### src/include/fir_pkg.sv
// Shared build-time configuration of the systolic filter and its registers
package fir_pkg;

  ////////////////////////////////////////////////////////////////////////////
  // Filter shape
  localparam int NUM_TAPS = 20;           // Taps in the chain
  localparam int SAMPLE_WIDTH = 16;       // Input and output sample bits
  localparam int COEF_WIDTH = 12;         // Tap weight bits
  localparam int COEF_FRAC_BITS = 10;     // Fractional weight bits
  localparam bit ROUND_SELECT = 1'b1;     // Symmetric rounding, else truncate
  localparam bit CLAMP_SELECT = 1'b1;     // Saturate, else wrap
  localparam bit ZERO_WEIGHT_PRUNE = 1'b1; // Reduced cells for zero weights

  // Fixed tap weights, tap 0 first
  localparam logic signed [COEF_WIDTH-1:0] TAP_WEIGHTS [0:NUM_TAPS-1] = '{
    12'sh000, -12'sh006, -12'sh00C, 12'sh000, 12'sh018,
    12'sh02A, 12'sh000, -12'sh04E, -12'sh07A, 12'sh100,
    12'sh100, -12'sh07A, -12'sh04E, 12'sh000, 12'sh02A,
    12'sh018, 12'sh000, -12'sh00C, -12'sh006, 12'sh000
  };

  ////////////////////////////////////////////////////////////////////////////
  // Pipeline latency terms, in enabled cycles
  localparam int LAT_ROUND = 2;           // Rounding stage
  localparam int LAT_CLAMP = 1;           // Saturation stage
  localparam int LAT_FIXED = 4;           // Input, array tail and output regs

  ////////////////////////////////////////////////////////////////////////////
  // Register map, byte addresses
  localparam int APB_ADDR_W = 8;          // Decoded address bits
  localparam logic [7:0] CTRL_OFS = 8'h00;  // Control
  localparam logic [7:0] STAT_OFS = 8'h04;  // Live status
  localparam logic [7:0] OCNT_OFS = 8'h08;  // Delivered output samples
  localparam logic [7:0] CFG_OFS = 8'h0C;   // Build configuration

  // Field positions
  localparam int CTRL_RUN_BIT = 0;        // Pipeline may advance
  localparam int STAT_PRIMED_BIT = 0;     // Pipeline holds real outputs
  localparam int STAT_FULL_BIT = 1;       // Output buffer full
  localparam int STAT_VALID_BIT = 2;      // Output word waiting
  localparam int CFG_TAPS_LSB = 0;        // Tap count field
  localparam int CFG_SW_LSB = 8;          // Sample width field
  localparam int CFG_RND_BIT = 16;        // Rounding built in
  localparam int CFG_SAT_BIT = 17;        // Saturation built in
  localparam int CFG_PRUNE_BIT = 18;      // Pruning built in

  // Reset values
  localparam logic CTRL_RUN_RST = 1'b1;   // Filter runs out of reset

  // Output buffer depth
  localparam int BUF_DEPTH = 2;

endpackage

### src/hw/fir_filter.sv
// Systolic FIR filter with output buffer and APB control registers
`timescale 1ns/1ps

// Overview of operation
// - Output is weighted sum of delayed samples
// - Weights signed, fraction bits below sign
// - Samples are signed sample_width-bit buses
// - Truncate to sample_width when not rounding
// - Round half up positive, under half negative
// - Clamp overflow to extreme of same sign
// - Without clamping keep low bits, wrap
// - Zero weights use reduced cells
// - Advance only on edges with enable high
// - Latency is taps plus stages plus four
// - Rounding stage adds two cycles
// - Saturation stage adds one cycle
// - Taps above two, sample width two+
// - Weights are fixed build-time constants
// - Chain of registered multiply-add cells
module fir_filter
  import fir_pkg::*;
#(
  parameter int NTAPS = NUM_TAPS,        // Taps used from the weight table
  parameter int SW = SAMPLE_WIDTH,       // Sample bits
  parameter int CW = COEF_WIDTH,         // Weight bits
  parameter int FB = COEF_FRAC_BITS,     // Weight fraction bits
  parameter bit RND = ROUND_SELECT,      // Rounding stage present
  parameter bit SAT = CLAMP_SELECT,      // Saturation stage present
  parameter bit PRUNE = ZERO_WEIGHT_PRUNE // Zero-weight pruning
) (
  input wire logic core_clk_i,
  input wire logic rst_b_i,
  input wire logic enable_i,
  input wire logic signed [SW-1:0] sample_input_i,
  output logic sample_ready_o,
  output logic out_valid_o,
  input wire logic out_ready_i,
  output logic signed [SW-1:0] sample_output_o,
  input wire logic psel,
  input wire logic penable,
  input wire logic pwrite,
  input wire logic [APB_ADDR_W-1:0] paddr,
  input wire logic [31:0] pwdata,
  output logic [31:0] prdata,
  output logic pready,
  output logic pslverr
);

  ////////////////////////////////////////////////////////////////////////////
  // Derived sizes
  localparam int ACC_W = SW + CW + $clog2(NTAPS); // Full-precision sum
  localparam int Q_W = ACC_W - FB;                // Sum without fraction
  localparam int LAT_TOT = NTAPS + (RND ? LAT_ROUND : 0) +
                           (SAT ? LAT_CLAMP : 0) + LAT_FIXED;
  localparam int PC_W = $clog2(LAT_TOT + 1);      // Prime counter bits

  // Parameter checks
  // build-time limits
  if (NTAPS <= 2 || SW < 2) begin : g_bad_shape
    $error("tap count must exceed 2 and sample width be 2 or more");
  end
  if (CW < 2 || FB < 0 || FB >= CW || CW != COEF_WIDTH) begin : g_bad_coef
    $error("weight width or fraction bits out of range");
  end
  if (NTAPS > NUM_TAPS) begin : g_bad_table
    $error("weight table shorter than tap count");
  end

  ////////////////////////////////////////////////////////////////////////////
  // Arithmetic helpers

  // Symmetric rounding offset for the sign of a sum
  function automatic logic signed [ACC_W-1:0] round_bias(input logic neg);
    logic signed [ACC_W-1:0] half;
    half = '0;
    if (FB > 0) begin
      half = ACC_W'(1) << (FB - 1);
    end
    // No fraction bits: nothing to round, no bias either way
    return (neg && FB > 0) ? half - ACC_W'(1) : half;
  endfunction

  // Clamp a reduced sum to the sample range
  function automatic logic signed [SW-1:0] clamp_to(
      input logic signed [Q_W-1:0] v);
    logic signed [Q_W-1:0] hi;
    logic signed [Q_W-1:0] lo;
    hi = {{(Q_W-SW+1){1'b0}}, {(SW-1){1'b1}}};
    lo = ~hi;
    if (v > hi) begin
      return hi[SW-1:0];
    end else if (v < lo) begin
      return lo[SW-1:0];
    end
    return v[SW-1:0];
  endfunction

  ////////////////////////////////////////////////////////////////////////////
  // Control and flow
  logic run_q;      // Software run bit
  logic buf_ready;  // Buffer can take a word
  logic adv;        // Pipeline advances this edge
  logic primed;     // Output register holds a real result
  logic push;       // Word enters the buffer
  logic pop;        // Word leaves the buffer
  logic [PC_W-1:0] prime_q; // Advances seen, saturating

  assign adv = enable_i && run_q && buf_ready;
  assign sample_ready_o = run_q && buf_ready;
  assign primed = (prime_q == PC_W'(LAT_TOT));
  // first result after the full latency
  assign push = adv && primed;

  // Count advances until the first real output
  always_ff @(posedge core_clk_i or negedge rst_b_i) begin
    if (!rst_b_i) begin
      prime_q <= '0;
    end else if (adv && !primed) begin
      prime_q <= prime_q + PC_W'(1);
    end
  end

  ////////////////////////////////////////////////////////////////////////////
  // Systolic array
  logic signed [SW-1:0] x_q;                 // Captured input sample
  logic signed [SW-1:0] x_ch [0:NTAPS];      // Sample chain
  logic signed [ACC_W-1:0] s_ch [0:NTAPS];   // Sum chain
  logic signed [ACC_W-1:0] s_last;           // Full-precision result

  always_ff @(posedge core_clk_i or negedge rst_b_i) begin
    if (!rst_b_i) begin
      x_q <= '0;
    end else if (adv) begin
      x_q <= sample_input_i;
    end
  end

  assign x_ch[0] = x_q;
  assign s_ch[0] = '0;
  assign s_last = s_ch[NTAPS];

  for (genvar i = 0; i < NTAPS; i++) begin : g_tap
    mac_cell #(
      .SW(SW),
      .CW(CW),
      .AW(ACC_W),
      .WEIGHT(TAP_WEIGHTS[i]),
      .PRUNE(PRUNE)
    ) u_cell (
      .core_clk_i(core_clk_i),
      .rst_b_i(rst_b_i),
      .adv_i(adv),
      .x_i(x_ch[i]),
      .sum_i(s_ch[i]),
      .x_o(x_ch[i+1]),
      .sum_o(s_ch[i+1])
    );
  end

  ////////////////////////////////////////////////////////////////////////////
  // Word-length reduction
  logic signed [Q_W-1:0] red; // Sum with fraction removed

  if (RND) begin : g_rnd
    logic signed [ACC_W-1:0] r1_q; // Biased sum
    logic signed [Q_W-1:0] r2_q;   // Fraction dropped

    always_ff @(posedge core_clk_i or negedge rst_b_i) begin
      if (!rst_b_i) begin
        r1_q <= '0;
        r2_q <= '0;
      end else if (adv) begin
        r1_q <= s_last + round_bias(s_last[ACC_W-1]);
        r2_q <= Q_W'(r1_q >>> FB);
      end
    end
    assign red = r2_q;

    // Bias follows the sign of the sum
    round_bias_a: assert property (@(posedge core_clk_i) disable iff (!rst_b_i)
      adv |=> (r1_q - $past(s_last)) ==
        ($past(s_last[ACC_W-1]) ? round_bias(1'b1) : round_bias(1'b0)))
      else $error("rounding offset wrong for sign");

    // Biased sum leaves stage two after two advances
    round_lat_a: assert property (@(posedge core_clk_i) disable iff (!rst_b_i)
      adv ##1 adv |=> r2_q == Q_W'(($past(s_last, 2) +
        round_bias($past(s_last[ACC_W-1], 2))) >>> FB))
      else $error("rounding stage latency wrong");
  end else begin : g_trn
    assign red = Q_W'(s_last >>> FB);
  end

  logic signed [SW-1:0] fin; // Value entering the output register

  if (SAT) begin : g_sat
    logic signed [SW-1:0] c_q; // Clamped sample

    always_ff @(posedge core_clk_i or negedge rst_b_i) begin
      if (!rst_b_i) begin
        c_q <= '0;
      end else if (adv) begin
        c_q <= clamp_to(red);
      end
    end
    assign fin = c_q;

    // Positive overflow gives the largest sample
    clamp_high_a: assert property (@(posedge core_clk_i) disable iff (!rst_b_i)
      adv && red > Q_W'(2 ** (SW - 1) - 1) |=>
        c_q == {1'b0, {(SW-1){1'b1}}})
      else $error("positive overflow not clamped");

    // Negative overflow gives the smallest sample
    clamp_low_a: assert property (@(posedge core_clk_i) disable iff (!rst_b_i)
      adv && red < -Q_W'(2 ** (SW - 1)) |=> c_q == {1'b1, {(SW-1){1'b0}}})
      else $error("negative overflow not clamped");
  end else begin : g_wrap
    assign fin = red[SW-1:0];
  end

  ////////////////////////////////////////////////////////////////////////////
  // Output register
  logic signed [SW-1:0] y_q; // Final pipeline register

  always_ff @(posedge core_clk_i or negedge rst_b_i) begin
    if (!rst_b_i) begin
      y_q <= '0;
    end else if (adv) begin
      y_q <= fin;
    end
  end

  // Registers stay put without an advance
  hold_out_a: assert property (@(posedge core_clk_i) disable iff (!rst_b_i)
    !adv |=> $stable(y_q) && $stable(x_q) && $stable(s_last))
    else $error("pipeline moved without enable");

  // No advance without the upstream enable
  adv_gate_a: assert property (@(posedge core_clk_i) disable iff (!rst_b_i)
    !enable_i |=> $stable(x_q) && $stable(prime_q))
    else $error("sample taken with enable low");

  // First result comes exactly at the latency count
  prime_push_a: assert property (@(posedge core_clk_i) disable iff (!rst_b_i)
    push |-> prime_q == PC_W'(LAT_TOT) && $past(prime_q) >= PC_W'(LAT_TOT - 1))
    else $error("output released before latency");

  ////////////////////////////////////////////////////////////////////////////
  // Two-entry output buffer
  logic signed [SW-1:0] buf_mem [0:BUF_DEPTH-1]; // Stored samples
  logic wr_q;       // Write slot
  logic rd_q;       // Read slot
  logic [1:0] cnt_q; // Words held

  assign buf_ready = (cnt_q != 2'(BUF_DEPTH));
  assign out_valid_o = (cnt_q != 2'h0);
  assign pop = out_valid_o && out_ready_i;
  assign sample_output_o = buf_mem[rd_q];

  // Slot storage, written from the output register
  always_ff @(posedge core_clk_i or negedge rst_b_i) begin
    if (!rst_b_i) begin
      buf_mem[0] <= '0;
      buf_mem[1] <= '0;
    end else if (push) begin
      buf_mem[wr_q] <= y_q;
    end
  end

  // Pointers and fill level
  always_ff @(posedge core_clk_i or negedge rst_b_i) begin
    if (!rst_b_i) begin
      wr_q <= 1'b0;
      rd_q <= 1'b0;
      cnt_q <= 2'h0;
    end else begin
      wr_q <= wr_q ^ push;
      rd_q <= rd_q ^ pop;
      cnt_q <= cnt_q + 2'(push) - 2'(pop);
    end
  end

  // A full buffer stalls the pipeline
  buf_stall_a: assert property (@(posedge core_clk_i) disable iff (!rst_b_i)
    cnt_q == 2'(BUF_DEPTH) |-> !adv && !sample_ready_o)
    else $error("pipeline advanced into full buffer");

  ////////////////////////////////////////////////////////////////////////////
  // APB registers
  logic [31:0] ocnt_q; // Samples handed downstream
  logic hit;           // Address is mapped
  logic wr_acc;        // Write access phase

  assign pready = 1'b1;
  assign hit = paddr == CTRL_OFS || paddr == STAT_OFS ||
               paddr == OCNT_OFS || paddr == CFG_OFS;
  assign pslverr = psel && penable && !hit;
  assign wr_acc = psel && penable && pwrite && hit;

  // Control register
  always_ff @(posedge core_clk_i or negedge rst_b_i) begin
    if (!rst_b_i) begin
      run_q <= CTRL_RUN_RST;
    end else if (wr_acc && paddr == CTRL_OFS) begin
      run_q <= pwdata[CTRL_RUN_BIT];
    end
  end

  // Delivered sample counter, write clears
  always_ff @(posedge core_clk_i or negedge rst_b_i) begin
    if (!rst_b_i) begin
      ocnt_q <= '0;
    end else if (wr_acc && paddr == OCNT_OFS) begin
      ocnt_q <= '0;
    end else if (pop) begin
      ocnt_q <= ocnt_q + 32'h0000_0001;
    end
  end

  // Read data, captured in the setup cycle
  always_ff @(posedge core_clk_i or negedge rst_b_i) begin
    if (!rst_b_i) begin
      prdata <= '0;
    end else if (psel && !penable) begin
      prdata <= '0;
      unique case (paddr)
        CTRL_OFS: prdata[CTRL_RUN_BIT] <= run_q;
        STAT_OFS: begin
          prdata[STAT_PRIMED_BIT] <= primed;
          prdata[STAT_FULL_BIT] <= !buf_ready;
          prdata[STAT_VALID_BIT] <= out_valid_o;
        end
        OCNT_OFS: prdata <= ocnt_q;
        CFG_OFS: begin
          prdata[CFG_TAPS_LSB+:8] <= 8'(NTAPS);
          prdata[CFG_SW_LSB+:8] <= 8'(SW);
          prdata[CFG_RND_BIT] <= RND;
          prdata[CFG_SAT_BIT] <= SAT;
          prdata[CFG_PRUNE_BIT] <= PRUNE;
        end
        default: prdata <= '0;
      endcase
    end
  end

endmodule

### src/hw/mac_cell.sv
// One registered multiply-add cell of the systolic chain
`timescale 1ns/1ps

module mac_cell
  import fir_pkg::*;
#(
  parameter int SW = SAMPLE_WIDTH,      // Sample bits
  parameter int CW = COEF_WIDTH,        // Weight bits
  parameter int AW = SAMPLE_WIDTH + COEF_WIDTH + 5, // Sum bits
  parameter logic signed [COEF_WIDTH-1:0] WEIGHT = '0, // This tap's weight
  parameter bit PRUNE = 1'b0            // Build reduced cell if weight is 0
) (
  input wire logic core_clk_i,
  input wire logic rst_b_i,
  input wire logic adv_i,
  input wire logic signed [SW-1:0] x_i,
  input wire logic signed [AW-1:0] sum_i,
  output logic signed [SW-1:0] x_o,
  output logic signed [AW-1:0] sum_o
);

  ////////////////////////////////////////////////////////////////////////////
  // Two-deep sample delay, keeps sample and sum waves aligned
  logic signed [SW-1:0] xa_q; // Sample feeding the multiplier
  logic signed [SW-1:0] xb_q; // Sample handed to the next cell

  // Sample delay pair
  always_ff @(posedge core_clk_i or negedge rst_b_i) begin
    if (!rst_b_i) begin
      xa_q <= '0;
      xb_q <= '0;
    end else if (adv_i) begin
      xa_q <= x_i;
      xb_q <= xa_q;
    end
  end
  assign x_o = xb_q;

  ////////////////////////////////////////////////////////////////////////////
  // Product and sum stages
  if (PRUNE && WEIGHT == 0) begin : g_zero
    // reduced cell
    // Zero weight: only the sum register, same timing
    always_ff @(posedge core_clk_i or negedge rst_b_i) begin
      if (!rst_b_i) begin
        sum_o <= '0;
      end else if (adv_i) begin
        sum_o <= sum_i;
      end
    end

    // Pass-through check
    prune_pass_a: assert property (@(posedge core_clk_i) disable iff (!rst_b_i)
      adv_i |=> sum_o == $past(sum_i))
      else $error("pruned cell did not pass sum");
  end else begin : g_full
    logic signed [SW+CW-1:0] p_q; // Registered product

    always_ff @(posedge core_clk_i or negedge rst_b_i) begin
      if (!rst_b_i) begin
        p_q <= '0;
        sum_o <= '0;
      end else if (adv_i) begin
        p_q <= xa_q * WEIGHT;
        sum_o <= sum_i + AW'(p_q);
      end
    end

    // Product reaches the sum two advances after the sample
    mac_sum_a: assert property (@(posedge core_clk_i) disable iff (!rst_b_i)
      adv_i ##1 adv_i |=>
        sum_o == $past(sum_i) + $past(xa_q, 2) * WEIGHT)
      else $error("cell sum does not add product");
  end

endmodule

### config.mk
export PLATFORM = sky130hd
export DESIGN_NAME = fir_filter
export DESIGN_NICKNAME = d
export VERILOG_FILES = /design/src/include/fir_pkg.sv /design/src/hw/fir_filter.sv /design/src/hw/mac_cell.sv
export SDC_FILE = /design/constraint.sdc
export NUM_CORES = 2
export LEC_CHECK = 0
export BUFFER_PORTS_ARGS = -buffer_cell sky130_fd_sc_hd__buf_2
export CAP_MARGIN = 10
export CORE_ASPECT_RATIO = 0.6
export CORE_MARGIN = 2
export CORE_UTILIZATION = 60
export CTS_CLUSTER_SIZE = 10
export DETAILED_ROUTE_END_ITERATION = 10
export PLACE_DENSITY = 0.77
export SLEW_MARGIN = 25
export SYNTH_ARGS = -nofsm -noshare
export SYNTH_HDL_FRONTEND = slang
export SYNTH_SLANG_ARGS = --single-unit
export TNS_END_PERCENT = 100
### constraint.sdc
create_clock -name core_clk_i -period 5.8 [get_ports core_clk_i]
set_clock_uncertainty 0.15 [all_clocks]
set_input_delay 0 -clock core_clk_i [delete_from_list [all_inputs] [get_ports core_clk_i]]
set_output_delay 0 -clock core_clk_i [all_outputs]
set_load 0.05 [all_outputs]
### Word-level counts from Yosys, hierarchy flattened

Index checks and enable logic that the tools add are counted.
Widths: inputs -> output; s select.

* register bits: 1697
* bits of input ports: 63
* output and inout port bits: 52
* word-level logic and storage cells: 173

* $add $sub $neg: 19
* multipliers: 12
* $lt $le $gt $ge: 5
* equal/unequal tests: 5
* multiplexer cells: 20
* bitwise operators: 4
* reduce and logical (&&, ||, !) cells: 24

Operators by type and width (count)
* $add 33x24->33: 6
* $mul 16x3->19 const B: 6
* $mux 16: 7
* $mul 16x7->23 const B: 4
* $add 33x22->33: 2
* $add 33x23->33: 2
* $mux 33: 2
* $mux 32: 2
* $mul 16x6->22 const B: 2
* $add 33x20->33: 1
* $add 33x21->33: 1
* $add 33x33->33: 1
* $sub 33x2->33 const B: 1
* $add 32x1->32 const B: 1
* $bwmux 32: 1
* $pmux 16 s2: 1
* $gt 23x16->1 const B: 1
* $lt 23x16->1 const B: 1
* $add 20x21->22: 1
* $demux 16 s1: 1
* $eq 8x4->1 const B: 2
* $logic_and 1x1->1: 14
* $mux 13: 1
* $eq 8x3->1 const B: 1
* other kinds (16): 27

### Longest topological paths before layout

* depth in word-level cells: 7
* gate-level depth with buffers: 17
* mapped depth without buffers: 17

### Modules after synthesis

A second synthesis with hierarchy kept.

* cells, all modules: 9822
* area, all modules: 106736.1 um^2

Modules (own cells, without submodules)
* mac_cell at g_tap[0].u_cell ...: instances 6, cells each 137, area each 2618.8 um^2, sequential area each 1626.6 um^2
* mac_cell at g_tap[17].u_cell ...: instances 2, cells each 585, area each 5791.8 um^2, sequential area each 2052.0 um^2
* mac_cell at g_tap[18].u_cell ...: instances 2, cells each 582, area each 5774.3 um^2, sequential area each 2052.0 um^2
* mac_cell at g_tap[15].u_cell ...: instances 2, cells each 549, area each 5536.6 um^2, sequential area each 2077.0 um^2
* fir_filter: instances 1, cells each 908, area each 9067.4 um^2, sequential area each 5006.1 um^2
* mac_cell at g_tap[12].u_cell: instances 1, cells each 686, area each 6945.4 um^2, sequential area each 2127.0 um^2
* mac_cell at g_tap[7].u_cell: instances 1, cells each 664, area each 6882.9 um^2, sequential area each 2127.0 um^2
* mac_cell at g_tap[8].u_cell: instances 1, cells each 667, area each 6740.2 um^2, sequential area each 2177.1 um^2
* mac_cell at g_tap[11].u_cell: instances 1, cells each 650, area each 6620.1 um^2, sequential area each 2177.1 um^2
* mac_cell at g_tap[14].u_cell: instances 1, cells each 690, area each 6595.1 um^2, sequential area each 2127.0 um^2
* mac_cell at g_tap[5].u_cell: instances 1, cells each 643, area each 6481.2 um^2, sequential area each 2127.0 um^2
* mac_cell at g_tap[9].u_cell: instances 1, cells each 340, area each 3814.9 um^2, sequential area each 1626.6 um^2
* mac_cell at g_tap[10].u_cell: instances 1, cells each 320, area each 3671.0 um^2, sequential area each 1626.6 um^2

### Least setup slack after synthesis

Ideal clock, no wire load.

* path kind: register -> register
* from: register g_tap[7].u_cell.xa_q[2]
* to: register g_tap[7].u_cell.g_full.p_q[22]
* arrival time: 3.950 ns
* data required time: 5.517 ns
* setup slack: 1.567 ns
* cell stages (with the launch flop): 15
* buffers on the path: 0
* cells stage by stage: dfrtp_1 -> inv_1 -> ha_1 -> fa_1 -> fa_1 -> fa_1 -> ha_1 -> a21oi_1 -> o21ba_2 -> o21ai_0 -> a2111oi_0 -> o21ai_0 -> a31oi_1 -> xor2_1 -> o21ai_0

* longest elaborated chain between the ends: 1

Ends and longest elaborated chain
* from (decl): line mac_cell.sv:24 `logic signed [SW-1:0] xa_q;`
* from (signal assigned): line mac_cell.sv:33 `xa_q <= x_i;`
* $mul 16x7->23: line mac_cell.sv:64 `p_q <= xa_q * WEIGHT;`
* to (signal assigned): line mac_cell.sv:64
* to (decl): line mac_cell.sv:57 `logic signed [SW+CW-1:0] p_q;`

Every way passes these cells.
A chain may end at the register's enable or synchronous reset.

### Worst setup path after layout

Ends and elaborated chain as after synthesis.

==> metrics.md <==
| Metric | Value |
|---|---|
| Initial antenna violation count | `5` |
| CP Data Arrival Time | `5.33 ns` |
| Hold Crit Class | `in -> reg` |
| Most frequent cell after synthesis | `nand2_1` |
| Top cells by count, synth | `nand2_1, dfrtp_1, o21ai_0, ha_1, inv_1` |
| I/O pin count | `115` |
| Launch point of the worst reg-to-reg path | `g_tap[7].u_cell.xa_q[2]` |
| Setup TNS | `0 ns` |
| Layout cells sized above 1 | `0.0451` |
| Final hold vios | `0` |
| Largest net degree at the start of global routing | `240` |
| Gr usage total | `0.281` |
| Post-synth EDFFs | `0` |
| Hpwl dp | `158 mm` |
| RSZ-0062 raised after global routing | `no` |
| Setup-failing EPs final | `0` |
| Chip width | `513 µm` |
| Status | `finished, final reports clean` |
| Syn_nets | `11,500` |
| Final Cycle Share | `0.833` |
| Initial DRC Count | `5,912` |
| Synth Instances | `10,400` |
| Vias per inst | `5.77` |
| Mapped cell area | `93,100 µm²` |
| Ys async rst share | `1.00` |
| Mean Syn Cell Area | `8.97 µm²` |
| Critical Path Source Type | `flop` |
| Area delta synth->final | `8.30%` |
| # Post-CTS Setup Buffers | `0` |
| Tmin final | `4.83 ns` |
| Worst r2r dst | `g_tap[7].u_cell.g_full.p_q[22]` |
| #FFs+latches synth | `1,590` |
| Synth area leader | `dfrtp_1` |
| Worst-Margin Slew | `1.09 ns` |
| Num CTS Buffers | `178` |
| Sequential fraction of the synthesis area | `0.427` |
| Critical Path Sink | `g_tap[7].u_cell.g_full.p_q[22]` |
| Router iterations before antenna repair | `6` |
| Total grt overflow | `0` |
| Clk buf depth | `3` |
| First-pass GRT wire length | `366 mm` |
| Fmax | `207 MHz` |
| Final ANT Viol Nets | `0` |
| Worst endpoint required time | `6.30 ns` |
| Post-synth top flop | `dfrtp_1` |
| # port buffers | `82` |
| Reg2Reg Setup Slack | `0.97 ns` |
| Yosys top cell area share | `0.427` |
| Hold Path Origin | `paddr[2]` |
| Vias | `71,700` |
| Die height | `309 µm` |
| Core Area | `153,000 µm²` |
| Synth warn | `0` |
| H-tree levels | `4` |
| Final slew viol count | `0` |
| Residual DRC | `0` |
| Hold slack | `0.0665 ns` |
| CTS tree | `done` |
| FILL cells | `12,300` |
| CP Max Fanout | `4` |
| Clk sinks | `1,590` |
| Crit path from | `g_tap[7].u_cell.xa_q[2]` |
| Drt wl/cell | `17.8 µm` |
| Row cnt | `111` |
| Nets@finish | `11,500` |
| GP Congestion | `0.896` |
| Die ar. | `158,000 µm²` |
| # Max-Cap Violations | `0` |
| Worst relative slew slack | `0.274` |
| Worst reg2reg path depth | `14` |
| Starting density of the core | `0.607` |
| Reg clk slew, reported paths | `0.06 ns` |
| Worst skew pair latency | `0.83 ns` |
| Root buffer cell | `clkbuf_16` |
| Vias in the first global route | `70,600` |
| Worst Path Class, Setup | `reg -> reg` |
| Top post-synthesis cells by area | `dfrtp_1, ha_1, nand2_1` |
| Routed wire length | `221 mm` |
| Cell variety after synth | `91` |
| Endpoint class of the critical path | `flop` |
cell usage in the layout, fill, tap and decap left out, drive strengths merged, types with 66 or more instances in the layout:
master  Yosys  final
xor2      258    258
o21bai     69     69
o21a       73     73
nand2    2989   2989
dfrtp    1589   1589
o31ai      66     66
fa        127    127
inv       521    525
a21o      266    266
buf        34    135
nand3     126    126
xnor2     275    275
clkbuf    365    192
nand2b     72     72
nor2      313    313
nor3      120    120
o21ai     979    979
ha        936    936
mux2       73     73
a21oi     425    425
a211oi     79     79
how the worst min path moves through the flow:
stage,endpoint,cells past startpoint
finish,prdata[16],4
detailed placement,g_tap[0].u_cell.x_o[15],1
global placement,g_tap[0].u_cell.x_o[15],1
floorplan,buf_mem[0],0
CTS,prdata[16],4
global route,prdata[17],4
kinds of logic (layout without fill, tap and decap cells):
family | count (synthesis) | in the layout | synth area share
compound gates | 2271 | 2271 | 0.149
xor+xnor | 533 | 533 | 0.0501
simple gates | 3918 | 3918 | 0.173
mux | 87 | 87 | 0.0103
buf+inv | 920 | 924 | 0.0374
flops | 1590 | 1590 | 0.427
fa+ha+maj | 1063 | 1063 | 0.153
other cells | 1 | 2 | 0.0000403
critical path: stages, from the launching register on:
cell       delay [ns]
dfrtp_1          0.37
inv_1            0.10
ha_1             0.32
fa_1             0.53
fa_1             0.44
fa_1             0.48
ha_1             0.32
a21oi_1          0.24
o21ba_2          0.17
o21ai_0          0.20
a2111oi_0        0.66
o21ai_0          0.21
a31oi_1          0.24
xor2_1           0.15
o21ai_0          0.08
per-stage QoR:
stage | setup slack, ns | area [µm²] | utilization | cells
after detailed placement | 1.02 | 95200 | 0.621 | 12200
after global placement | 1.07 | 95200 | 0.621 | 12200
after CTS | 0.989 | 101000 | 0.657 | 12400
after floorplan | 1.57 | 93100 | - | 10400
after global routing | 0.743 | 101000 | 0.658 | 12400
final | 0.968 | 101000 | 0.658 | 12400
sequential cells by signal, summed over array words and instances, names as in the netlist:
| signal | flops |
|---|---|
| rd_q | 1 |
| x_q | 16 |
| run_q | 1 |
| ocnt_q | 32 |
| y_q | 16 |
| prime_q | 5 |
| fin | 16 |
| g_tap.u_cell.g_full.p_q | 262 |
| g_rnd.r1_q | 23 |
| g_tap.u_cell.xa_q | 304 |
| g_tap.u_cell.sum_o | 568 |
| g_tap.u_cell.x_o | 256 |
| cnt_q | 2 |
| prdata | 32 |
| wr_q | 1 |
| buf_mem | 32 |
| g_rnd.r2_q | 23 |
layer usage:
layer | vias up | wire length [µm] | GRT usage
li1 | 35000 | - | -
met1 | 34800 | 106000 | 0.411
met2 | 1554 | 99900 | 0.441
met3 | 337 | 10300 | 0.0392
met4 | 0 | 5290 | 0.0762
met5 | - | 0 | 0
layout make-up:
| type | instances | area, µm² | area share |
|---|---|---|---|
| multi-input cells | 7873 | 49900 | 0.495 |
| flip-flops and latches | 1590 | 39800 | 0.395 |
| clock buffers | 192 | 4520 | 0.0448 |
| well taps | 2034 | 2540 | 0.0252 |
| inverters | 521 | 1960 | 0.0194 |
| repair buffers | 192 | 1700 | 0.0169 |
| clock inverters | 19 | 455 | 0.00452 |
| diodes | 1 | 2.50 | 0.0000248 |
repair_timing:
| item | CTS | global route |
|---|---|---|
| resized for setup | 0 | 0 |
| hold buffers | 58 | 0 |
| endpoints found under the hold margin | 1440 | 0 |
Power is left out: the tool's default activity adds up to more than one toggle a clock period on the data nets, which glitch-free logic cannot reach.
